### src/acc_pkg.sv
// package: register map, field layout, codes and sequencing states for the converter channel control
package acc_pkg;

    // ==========================================================
    // register offsets (printed offsets are not word multiples: index, byte = 4 * index)
    localparam logic [3:0] ACC_IDX_CTRL = 4'h0;    // channel_control
    localparam logic [3:0] ACC_IDX_INSEL = 4'h1;   // channel_input_select
    localparam logic [3:0] ACC_IDX_INTC = 4'h2;    // channel_interrupt_control
    localparam logic [3:0] ACC_IDX_FLAG = 4'h3;    // channel flag (write one clears)
    localparam logic [3:0] ACC_IDX_CMP = 4'h4;     // compare_threshold, 16 bits
    localparam logic [3:0] ACC_IDX_MOD = 4'h5;     // module_control_first alias and mode
    localparam logic [3:0] ACC_IDX_SCAN = 4'h6;    // scan offset and count
    localparam logic [3:0] ACC_IDX_STAT = 4'h7;    // state readback

    // ==========================================================
    // field positions
    localparam int ACC_TRIG_BIT = 7;          // conversion trigger in channel_control
    localparam int ACC_MOD_TRIG_BIT = 2;      // module_channel_trigger in module control
    localparam int ACC_MOD_SIGNED_BIT = 4;    // signed_conversion_select in module control

    // ==========================================================
    // reset values and widths
    localparam logic [7:0] ACC_RST_BYTE = 8'h00;
    localparam logic [15:0] ACC_RST_CMP = 16'h0000;
    localparam int ACC_NUM_PINS = 16;          // analog input pins implemented

    // ==========================================================
    // input kinds
    localparam logic [1:0] ACC_KIND_INTERNAL = 2'h0;
    localparam logic [1:0] ACC_KIND_ONE_SIDED = 2'h1;
    localparam logic [1:0] ACC_KIND_DIFFERENTIAL_PLAIN_PLAIN = 2'h2;
    localparam logic [1:0] ACC_KIND_DIFFERENTIAL_PLAIN_GAINED = 2'h3;

    // irq conditions
    localparam logic [1:0] ACC_COND_COMPLETE = 2'h0;
    localparam logic [1:0] ACC_COND_BELOW = 2'h1;
    localparam logic [1:0] ACC_COND_ABOVE = 2'h3;

    // analog route codes driven to the multiplexers
    localparam logic [4:0] ACC_ROUTE_NONE = 5'h1F;       // no defined source
    localparam logic [4:0] ACC_ROUTE_TEMP = 5'h10;       // temperature reference
    localparam logic [4:0] ACC_ROUTE_BANDGAP = 5'h11;    // bandgap
    localparam logic [4:0] ACC_ROUTE_SCALED = 5'h12;     // scaled_supply_input
    localparam logic [4:0] ACC_ROUTE_PAD_GND = 5'h13;    // pad ground
    localparam logic [4:0] ACC_ROUTE_INT_GND = 5'h14;    // internal_ground_ref
    localparam logic [2:0] ACC_GAIN_HALF = 3'h7;         // gain code for one half
    localparam logic [2:0] ACC_GAIN_UNITY = 3'h0;        // gain code for 1x

    // axi responses
    localparam logic [1:0] ACC_RESP_OKAY = 2'h0;
    localparam logic [1:0] ACC_RESP_SLVERR = 2'h2;

    // ==========================================================
    // channel sequencing states
    typedef enum logic [1:0] {
        ACC_IDLE = 2'b00,
        ACC_START = 2'b01,
        ACC_BUSY = 2'b10
    } acc_state_e;

endpackage

### src/acc_channel.sv
// converter channel control: axi4-lite registers, trigger, routing, compare flag, irq
//
// Contract
// RQ1 - trigger bit starts conversion, cleared when started
// RQ2 - pending trigger rewrite queues nothing more
// RQ3 - trigger aliases module control start bit
// RQ4 - unused bits read as zero
// RQ5 - gain field codes give 1x..64x, half
// RQ6 - gain applies only through gain stage
// RQ7 - unsigned mode: internal, one-sided, rest reserved
// RQ8 - signed mode adds both differential kinds
// RQ9 - internal select: temperature, bandgap, scaled supply
// RQ10 - pin kinds route pin n positive
// RQ11 - pin count parameter, higher codes undefined
// RQ12 - negative select only for differential kinds
// RQ13 - plain differential negative: pins 0-3, grounds
// RQ14 - gained differential negative: pins 4-7, grounds
// RQ15 - condition field: complete, below, above
// RQ16 - priority field enables and levels interrupt
// RQ17 - irq when flag set and level nonzero
// RQ18 - flag set by event, cleared by vector/write
// RQ19 - compare against threshold, signed when signed mode
// RQ20 - routed positive is select plus scan offset
// RQ21 - compare evaluated once per completed conversion
//
// Design decision made here: the AXI4-Lite slave port.
`timescale 1ns/10ps
`default_nettype none

module acc_channel
    import acc_pkg::*;
(
    // clock and reset
    input wire logic aclk,
    input wire logic aresetn,
    // axi4-lite write address
    input wire logic [31:0] s_axi_awaddr,
    input wire logic s_axi_awvalid,
    output logic s_axi_awready,
    // axi4-lite write data
    input wire logic [31:0] s_axi_wdata,
    input wire logic [3:0] s_axi_wstrb,
    input wire logic s_axi_wvalid,
    output logic s_axi_wready,
    // axi4-lite write response
    output logic [1:0] s_axi_bresp,
    output logic s_axi_bvalid,
    input wire logic s_axi_bready,
    // axi4-lite read address
    input wire logic [31:0] s_axi_araddr,
    input wire logic s_axi_arvalid,
    output logic s_axi_arready,
    // axi4-lite read data
    output logic [31:0] s_axi_rdata,
    output logic [1:0] s_axi_rresp,
    output logic s_axi_rvalid,
    input wire logic s_axi_rready,
    // conversion core
    output logic conv_start,
    input wire logic conv_started,
    input wire logic conv_done,
    input wire logic [15:0] conv_result,
    // analog multiplexers and gain stage
    output logic [4:0] mux_pos,
    output logic [4:0] mux_neg,
    output logic [2:0] gain_code,
    // interrupt controller
    output logic [1:0] irq_level,
    input wire logic irq_vector_ack
);

    // ==========================================================
    // registers
    logic trig_q;               // pending conversion trigger
    logic [4:0] ctrl_q;         // gain[4:2] and input kind[1:0]
    logic [6:0] insel_q;        // positive[6:3] and negative[2:0]
    logic [3:0] intc_q;         // condition[3:2] and priority[1:0]
    logic flag_q;               // channel flag
    logic [15:0] cmp_q;         // compare_threshold
    logic signed_q;             // signed_conversion_select
    logic [3:0] scan_off_q, scan_cnt_q;    // scan offset, count nonzero enables scanning
    acc_state_e state_q, state_d;    // sequencing state
    // bus holding registers and registered outputs
    logic aw_full_q, aw_bad_q, w_full_q;
    logic [3:0] aw_idx_q, wstrb_q;
    logic [31:0] wdata_q, rdata_q;
    logic bvalid_q, rvalid_q, conv_start_q;
    logic [1:0] bresp_q, rresp_q, irq_q;
    logic [4:0] mux_pos_q, mux_neg_q;
    logic [2:0] gain_q;

    // ==========================================================
    // address decode function: word index, with a mapped flag
    function automatic logic [4:0] acc_decode(input logic [31:0] addr);
        logic ok;
        ok = (addr[31:5] == 27'h0) && (addr[1:0] == 2'h0);
        return {ok, 1'b0, addr[4:2]} | 5'h00;
    endfunction
    // write path decode
    logic wr_fire, wr_ok;    // both address and data held, response slot free
    logic [7:0] wbyte;    // low byte of write data
    logic wr_ctrl, wr_insel, wr_intc, wr_flag;
    logic wr_cmp_lo, wr_cmp_hi, wr_mod, wr_scan;
    logic [4:0] aw_dec, ar_dec;
    assign aw_dec = acc_decode(s_axi_awaddr);
    assign ar_dec = acc_decode(s_axi_araddr);
    assign wr_fire = aw_full_q && w_full_q && !bvalid_q;
    assign wr_ok = wr_fire && !aw_bad_q && wstrb_q[0];
    assign wbyte = wdata_q[7:0];
    assign wr_ctrl = wr_ok && (aw_idx_q == ACC_IDX_CTRL);
    assign wr_insel = wr_ok && (aw_idx_q == ACC_IDX_INSEL);
    assign wr_intc = wr_ok && (aw_idx_q == ACC_IDX_INTC);
    assign wr_flag = wr_ok && (aw_idx_q == ACC_IDX_FLAG);
    assign wr_cmp_lo = wr_ok && (aw_idx_q == ACC_IDX_CMP);
    assign wr_cmp_hi = wr_fire && !aw_bad_q && wstrb_q[1] && (aw_idx_q == ACC_IDX_CMP);
    assign wr_mod = wr_ok && (aw_idx_q == ACC_IDX_MOD);
    assign wr_scan = wr_ok && (aw_idx_q == ACC_IDX_SCAN);
    // trigger writes through either location reach one bit
    logic trig_write;
    assign trig_write = (wr_ctrl && wbyte[ACC_TRIG_BIT])
        || (wr_mod && wbyte[ACC_MOD_TRIG_BIT]);    // [RQ3]
    // ==========================================================
    // routing decode
    logic [4:0] pos_route, neg_route;
    logic [2:0] gain_dec;
    acc_route u_route (
        .kind(ctrl_q[1:0]),
        .pos_sel(insel_q[6:3]),
        .neg_sel(insel_q[2:0]),
        .gain_sel(ctrl_q[4:2]),
        .signed_mode(signed_q),
        .scan_offset(scan_cnt_q != 4'h0 ? scan_off_q : 4'h0),
        .pos_route(pos_route),
        .neg_route(neg_route),
        .gain_code(gain_dec),
        .gain_used()
    );

    // ==========================================================
    // compare and flag event
    logic below, above, event_hit;
    assign below = signed_q ? ($signed(conv_result) < $signed(cmp_q))
        : (conv_result < cmp_q);    // [RQ19]
    assign above = signed_q ? ($signed(conv_result) > $signed(cmp_q))
        : (conv_result > cmp_q);    // [RQ19]
    // condition chosen once per completed conversion
    assign event_hit = conv_done && (state_q == ACC_BUSY) && (
        (intc_q[3:2] == ACC_COND_COMPLETE)
        || (intc_q[3:2] == ACC_COND_BELOW && below)
        || (intc_q[3:2] == ACC_COND_ABOVE && above));    // [RQ15] [RQ21]

    // ==========================================================
    // sequencing: idle until trigger, start until core accepts, busy until done
    always_comb
    begin
        state_d = state_q;
        case (state_q)
            ACC_IDLE: if (trig_q) state_d = ACC_START;              // [RQ1]
            ACC_START: if (conv_started) state_d = ACC_BUSY;        // [RQ1]
            ACC_BUSY: if (conv_done) state_d = ACC_IDLE;
            default: state_d = ACC_IDLE;
        endcase
    end
    // state and trigger bit
    always_ff @(posedge aclk)
    begin
        if (!aresetn)
        begin
            state_q <= ACC_IDLE;
            trig_q <= 1'b0;
        end
        else
        begin
            state_q <= state_d;
            // clear once started, a write while pending only keeps it set
            if (state_q == ACC_START && conv_started)
                trig_q <= 1'b0;                  // [RQ1]
            else if (trig_write)
                trig_q <= 1'b1;                  // [RQ2]
        end
    end
    // configuration registers
    always_ff @(posedge aclk)
    begin
        if (!aresetn)
        begin
            ctrl_q <= ACC_RST_BYTE[4:0];
            insel_q <= ACC_RST_BYTE[6:0];
            intc_q <= ACC_RST_BYTE[3:0];
            cmp_q <= ACC_RST_CMP;
            signed_q <= 1'b0;
            scan_cnt_q <= 4'h0;
        end
        else
        begin
            if (wr_ctrl)
                ctrl_q <= wbyte[4:0];
            if (wr_insel)
                insel_q <= wbyte[6:0];
            if (wr_intc)
                intc_q <= wbyte[3:0];
            if (wr_cmp_lo)
                cmp_q[7:0] <= wbyte;
            if (wr_cmp_hi)
                cmp_q[15:8] <= wdata_q[15:8];
            if (wr_mod)
                signed_q <= wbyte[ACC_MOD_SIGNED_BIT];
            if (wr_scan)
                scan_cnt_q <= wbyte[3:0];
        end
    end
    // scan offset: steps per conversion, wraps after reaching count
    always_ff @(posedge aclk)
    begin
        if (!aresetn)
            scan_off_q <= 4'h0;
        else if (wr_scan)
            scan_off_q <= wbyte[7:4];
        else if (conv_done && state_q == ACC_BUSY && scan_cnt_q != 4'h0)
            scan_off_q <= (scan_off_q == scan_cnt_q) ? 4'h0 : scan_off_q + 4'h1;    // [RQ20]
    end
    // channel flag: set wins over clear
    always_ff @(posedge aclk)
    begin
        if (!aresetn)
            flag_q <= 1'b0;
        else if (event_hit)
            flag_q <= 1'b1;                                   // [RQ18]
        else if (irq_vector_ack || (wr_flag && wbyte[0]))
            flag_q <= 1'b0;                                   // [RQ18]
    end
    // outputs to core, multiplexers and interrupt controller
    always_ff @(posedge aclk)
    begin
        if (!aresetn)
        begin
            conv_start_q <= 1'b0;
            mux_pos_q <= ACC_ROUTE_NONE;
            mux_neg_q <= ACC_ROUTE_NONE;
            gain_q <= ACC_GAIN_UNITY;
            irq_q <= 2'h0;
        end
        else
        begin
            conv_start_q <= (state_d == ACC_START);
            mux_pos_q <= pos_route;
            mux_neg_q <= neg_route;
            gain_q <= gain_dec;
            irq_q <= flag_q ? intc_q[1:0] : 2'h0;    // [RQ16] [RQ17]
        end
    end

    // ==========================================================
    // axi write channel capture and response
    always_ff @(posedge aclk)
    begin
        if (!aresetn)
        begin
            aw_full_q <= 1'b0;
            aw_idx_q <= 4'h0;
            aw_bad_q <= 1'b0;
            w_full_q <= 1'b0;
            wdata_q <= 32'h0000_0000;
            wstrb_q <= 4'h0;
            bvalid_q <= 1'b0;
            bresp_q <= ACC_RESP_OKAY;
        end
        else
        begin
            if (s_axi_awvalid && !aw_full_q)
            begin
                aw_full_q <= 1'b1;
                aw_idx_q <= {1'b0, aw_dec[2:0]};
                aw_bad_q <= !aw_dec[4];
            end
            if (s_axi_wvalid && !w_full_q)
            begin
                w_full_q <= 1'b1;
                wdata_q <= s_axi_wdata;
                wstrb_q <= s_axi_wstrb;
            end
            if (wr_fire)
            begin
                aw_full_q <= 1'b0;
                w_full_q <= 1'b0;
                bvalid_q <= 1'b1;
                bresp_q <= aw_bad_q ? ACC_RESP_SLVERR : ACC_RESP_OKAY;
            end
            else if (bvalid_q && s_axi_bready)
                bvalid_q <= 1'b0;
        end
    end

    // read data mux, unused bits zero
    logic [31:0] rd_word;
    assign rd_word = (ar_dec[2:0] == ACC_IDX_CTRL[2:0]) ? {24'h0, trig_q, 2'b00, ctrl_q}
        : (ar_dec[2:0] == ACC_IDX_INSEL[2:0]) ? {24'h0, 1'b0, insel_q}      // [RQ4]
        : (ar_dec[2:0] == ACC_IDX_INTC[2:0]) ? {24'h0, 4'h0, intc_q}        // [RQ4]
        : (ar_dec[2:0] == ACC_IDX_FLAG[2:0]) ? {31'h0, flag_q}
        : (ar_dec[2:0] == ACC_IDX_CMP[2:0]) ? {16'h0, cmp_q}
        : (ar_dec[2:0] == ACC_IDX_MOD[2:0]) ? {27'h0, signed_q, 1'b0, trig_q, 2'b00}
        : (ar_dec[2:0] == ACC_IDX_SCAN[2:0]) ? {24'h0, scan_off_q, scan_cnt_q}
        : {30'h0, state_q};

    // axi read channel
    always_ff @(posedge aclk)
    begin
        if (!aresetn)
        begin
            rvalid_q <= 1'b0;
            rdata_q <= 32'h0000_0000;
            rresp_q <= ACC_RESP_OKAY;
        end
        else if (s_axi_arvalid && !rvalid_q)
        begin
            rvalid_q <= 1'b1;
            rdata_q <= ar_dec[4] ? rd_word : 32'h0000_0000;
            rresp_q <= ar_dec[4] ? ACC_RESP_OKAY : ACC_RESP_SLVERR;
        end
        else if (rvalid_q && s_axi_rready)
            rvalid_q <= 1'b0;
    end

    // ==========================================================
    // output wiring
    assign s_axi_awready = !aw_full_q;
    assign s_axi_wready = !w_full_q;
    assign s_axi_bvalid = bvalid_q;
    assign s_axi_bresp = bresp_q;
    assign s_axi_arready = !rvalid_q;
    assign s_axi_rvalid = rvalid_q;
    assign s_axi_rdata = rdata_q;
    assign s_axi_rresp = rresp_q;
    assign conv_start = conv_start_q;
    assign mux_pos = mux_pos_q;
    assign mux_neg = mux_neg_q;
    assign gain_code = gain_q;
    assign irq_level = irq_q;
endmodule
`default_nettype wire

### src/acc_route.sv
// route decoder: input kind and selects into analog multiplexer and gain codes
`timescale 1ns/10ps
`default_nettype none

module acc_route
    import acc_pkg::*;
(
    // configuration
    input wire logic [1:0] kind,
    input wire logic [3:0] pos_sel,
    input wire logic [2:0] neg_sel,
    input wire logic [2:0] gain_sel,
    input wire logic signed_mode,
    input wire logic [3:0] scan_offset,
    // decoded routing
    output logic [4:0] pos_route,
    output logic [4:0] neg_route,
    output logic [2:0] gain_code,
    output logic gain_used
);

    // ==========================================================
    // positive select with scan offset
    logic [3:0] pos_eff;    // select plus offset, wraps at four bits
    logic kind_differential_plain;        // differential kinds need signed mode
    logic kind_valid;       // kind allowed in current conversion mode

    assign pos_eff = pos_sel + scan_offset;    // [RQ20]
    assign kind_differential_plain = kind[1];
    assign kind_valid = !kind_differential_plain || signed_mode;    // [RQ7] [RQ8]

    // positive route
    always_comb
    begin
        pos_route = ACC_ROUTE_NONE;
        if (!kind_valid)
        begin
            pos_route = ACC_ROUTE_NONE;    // [RQ7] reserved in unsigned mode
        end
        else if (kind == ACC_KIND_INTERNAL)
        begin
            // [RQ9] internal sources, other codes reserved
            case (pos_eff)
                4'h0: pos_route = ACC_ROUTE_TEMP;
                4'h1: pos_route = ACC_ROUTE_BANDGAP;
                4'h2: pos_route = ACC_ROUTE_SCALED;
                default: pos_route = ACC_ROUTE_NONE;
            endcase
        end
        else if (32'(pos_eff) < ACC_NUM_PINS)
        begin
            pos_route = {1'b0, pos_eff};    // [RQ10] [RQ11]
        end
    end

    // negative route, differential kinds only
    always_comb
    begin
        neg_route = ACC_ROUTE_NONE;    // [RQ12] unused otherwise
        if (kind_valid && kind == ACC_KIND_DIFFERENTIAL_PLAIN_PLAIN)
        begin
            // [RQ13]
            case (neg_sel)
                3'h0, 3'h1, 3'h2, 3'h3: neg_route = {2'b00, neg_sel};
                3'h5: neg_route = ACC_ROUTE_PAD_GND;
                3'h7: neg_route = ACC_ROUTE_INT_GND;
                default: neg_route = ACC_ROUTE_NONE;
            endcase
        end
        else if (kind_valid && kind == ACC_KIND_DIFFERENTIAL_PLAIN_GAINED)
        begin
            // [RQ14]
            case (neg_sel)
                3'h0, 3'h1, 3'h2, 3'h3: neg_route = {2'b00, 1'b1, neg_sel[1:0]};
                3'h4: neg_route = ACC_ROUTE_INT_GND;
                3'h7: neg_route = ACC_ROUTE_PAD_GND;
                default: neg_route = ACC_ROUTE_NONE;
            endcase
        end
    end

    // gain only through the gain stage route
    assign gain_used = kind_valid && (kind == ACC_KIND_DIFFERENTIAL_PLAIN_GAINED);    // [RQ6]
    assign gain_code = gain_used ? gain_sel : ACC_GAIN_UNITY;          // [RQ5]

endmodule
`default_nettype wire

### config.mk
export PLATFORM = sky130hd
export DESIGN_NAME = acc_channel
export DESIGN_NICKNAME = d
export VERILOG_FILES = /design/src/acc_pkg.sv /design/src/acc_channel.sv /design/src/acc_route.sv
export SDC_FILE = /design/constraint.sdc
export NUM_CORES = 1
export LEC_CHECK = 0
export BUFFER_PORTS_ARGS = -buffer_cell sky130_fd_sc_hd__buf_2
export CORE_ASPECT_RATIO = 1.4
export CORE_MARGIN = 4
export CORE_UTILIZATION = 40
export DETAILED_ROUTE_END_ITERATION = 8
export GPL_TIMING_DRIVEN = 0
export HOLD_SLACK_MARGIN = 0.03
export PLACE_DENSITY = 0.66
export SYNTH_ARGS = -nofsm -noshare
export SYNTH_HDL_FRONTEND = slang
export SYNTH_SLANG_ARGS = --single-unit
### constraint.sdc
create_clock -name aclk -period 2.99 [get_ports aclk]
set_input_delay 0 -clock aclk [delete_from_list [all_inputs] [get_ports aclk]]
set_output_delay 0 -clock aclk [all_outputs]
set_load 0.01 [all_outputs]
==> run metrics <==
FP Rows 49; HP Class in2reg; met2 Use GR 0.406; Yosys top cell by area dfxtp_1; Worst Setup Start Kind register; PortBufs 146; Max Slew Vio Count 0; Max H-tree Level 3; Clock Tree Root clkbuf_16; Final Hold Vio Count 0; gr busiest metal met2; Netlist cell types 67; pin count of the biggest net entering global routing 17; Chip Height 143 um; Total Negative Setup Slacks 0 ns; min Tclk post-route 2.69 ns; vias in the first global route 5,088; Area Growth Syn to Fin 30.8%; Tot Pwr 2940 uW; Crit Path Max Fanout 5; starting density of the core 0.407; register area share after synthesis 0.405; CTS clk-pin slew, worst paths 0.07 ns; Final Cycle Share 0.901; num ports 183; DR DRC count 0; GRT met3 Usage 0.0403; Mapped Avg Cell Area 8.72 um2; kind of critical path reg2reg; Placed Cells 911; Synth Warn # 0; drt pass-1 iters 4; Final Util 0.532; P_leak 0.00303 uW; slew margin rel. 0.567; Worst R2R Setup Slack 0.30 ns; GR Util All Layers 0.210; initial antenna violation count 0; Final ANT Viol Nets 0; total CTS buffers 9; via count 4,982; worst skew pair latency 0.35 ns; Crit path arrival time 2.91 ns; MaxCap Viol Count 0; post-CTS setup buffer count 0; pwr dens 433 nW/um2; Antenna Cells 0; area share of the largest cell type after synthesis 0.405; clk sink count 105; Post-synth EDFFs 0; Finished Layout Cells 958; synthesized flop and latch total 105; Final HPWL DP 12,100 um; Tightest Pin Transition 0.644 ns; first-pass GRT wire length 25,000 um; Avg WL per Cell 16.2 um; Max IR drop VDD 0.239 mV; maximum root-to-sink buffer count 2; unrepaired setup endpoints after global routing no; synthesized area 5190 um2; Mapped Cells 595; Crit. End Element register; number of vias per cell 5.20; Critical Path RT 3.21 ns; DIE AREA 14,900 um2; Post-synth ARST share 0; Die W 104 um; GRT met1 Usage 0.229; Synth Flop Type dfxtp_1; Routability Congestion 0.868; top post-synthesis cells by area dfxtp_1, mux2i_1, nand2_1; FMAX 371 MHz; share of cells above drive strength 1 0.266; # setup viols final 0; fin nets 947; CORE AREA 12,800 um2; Hold WS 0.0308 ns; CTS tree done; Post-Route WL 15,500 um; outcome completed; Clock Skew 0.00519 ns; GRT overflow 0; DR iter-0 viols 263
[cells by family (layout without fill, tap and decap cells)]
| kind of cell | Yosys count | count (layout) | synth area share |
|---|---|---|---|
| mux | 37 | 37 | 0.0765 |
| other cells | 1 | 18 | 0.000723 |
| buf+inv | 72 | 265 | 0.0666 |
| flops | 105 | 105 | 0.405 |
| xor+xnor | 8 | 8 | 0.0135 |
| fa+ha+maj | 21 | 21 | 0.0521 |
| simple gates | 237 | 237 | 0.246 |
| compound gates | 114 | 114 | 0.140 |
[metal layers]
metal  share of wire  up-vias
li1                -     2479
met1            0.39     2330
met2            0.54      139
met3           0.048       34
met4           0.024        0
met5               0        -
[Yosys cell counts, drive strengths merged (3+ instances only)]
cell,count
a21o,5
and3,6
o211ai,5
buf,26
clkbuf,18
nor2,67
mux2i,34
nor2b,10
and2b,3
a221oi,3
dfxtp,105
nand4,12
a21oi,49
nor3b,3
nand2,74
nand3,13
xnor2,7
nor3,7
nand3b,6
nand2b,7
o21ai,19
nor4,17
a211oi,3
a31oi,3
a22oi,12
inv,28
ha,20
[where the power goes]
part / total (uW) / internal, uW / switching (uW) / leakage [uW]
clock network: 1150 / 632 / 522 / 0.000145
logic: 326 / 155 / 171 / 0.00204
registers: 1460 / 1420 / 32.6 / 0.000852
[layout make-up]
type / count / area (um2)
Inverter: 28 / 105
Multi-Input combinational cell: 435 / 2810
Tap cell: 153 / 191
Clock inverter: 4 / 26.3
Clock buffer: 12 / 267
Sequential cell: 105 / 2100
Fill cell: 1229 / 5970
Timing Repair Buffer: 177 / 1040
Buffer: 44 / 240
[metrics by stage]
stage               instance area (um2)  setup WS, ns
global route                       6780        0.0917
detailed placement                 6170        0.0426
floorplan                          5250         0.574
finish                             6780         0.296
global placement                   6170        0.0886
CTS                                6780        0.0275
[path summary, 6_finish.rpt]
check                                                 from                        to  depth (start not counted)
worst max-delay path            scan_cnt_q[3]$_SDFFE_PN0P_     mux_pos[3]$_SDFF_PN1_                          8
worst min-delay path                      s_axi_awaddr[28]     aw_bad_q$_SDFFE_PN0P_                          4
worst max register to register  scan_cnt_q[3]$_SDFFE_PN0P_     mux_pos[3]$_SDFF_PN1_                          8
worst min register to register    wdata_q[14]$_SDFFE_PN0P_  wdata_q[14]$_SDFFE_PN0P_                          2
[critical path, cell delays in order, from the launching register on]
cell and delay, ns:
dfxtp_1 0.39, nor4_2 0.54, and2b_1 0.25, ha_1 0.20
fa_1 0.39, xnor2_1 0.21, nand2_1 0.09, a221oi_2 0.34
o211ai_1 0.14
[state kept, by name, indices dropped and copies added (netlist names), 5 cells and up]
signal	flops
wdata_q	16
s_axi_rdata	16
ctrl_q	5
mux_pos	5
insel_q	7
cmp_q	16
mux_neg	5
[what timing repair did]
item,4_1_cts,5_1_grt
setup endpoints to repair,0,4
resized for setup,0,1
hold endpoints to repair,30,0
hold buffers,31,0
[placed cells by master (no fill, tap or decap), types with 18 or more instances in the layout]
master / Yosys / layout
a21oi_1: 49 / 49
buf_2: 6 / 152
buf_4: 18 / 18
clkbuf_1: 18 / 18
conb_1: 1 / 18
dfxtp_1: 105 / 105
dlygate4sd3_1: 0 / 31
ha_1: 20 / 20
inv_1: 27 / 27
mux2i_1: 34 / 34
nand2_1: 74 / 74
nor2_1: 64 / 64
o21ai_0: 18 / 18
Note: power is estimated with default switching activity, not from simulation.
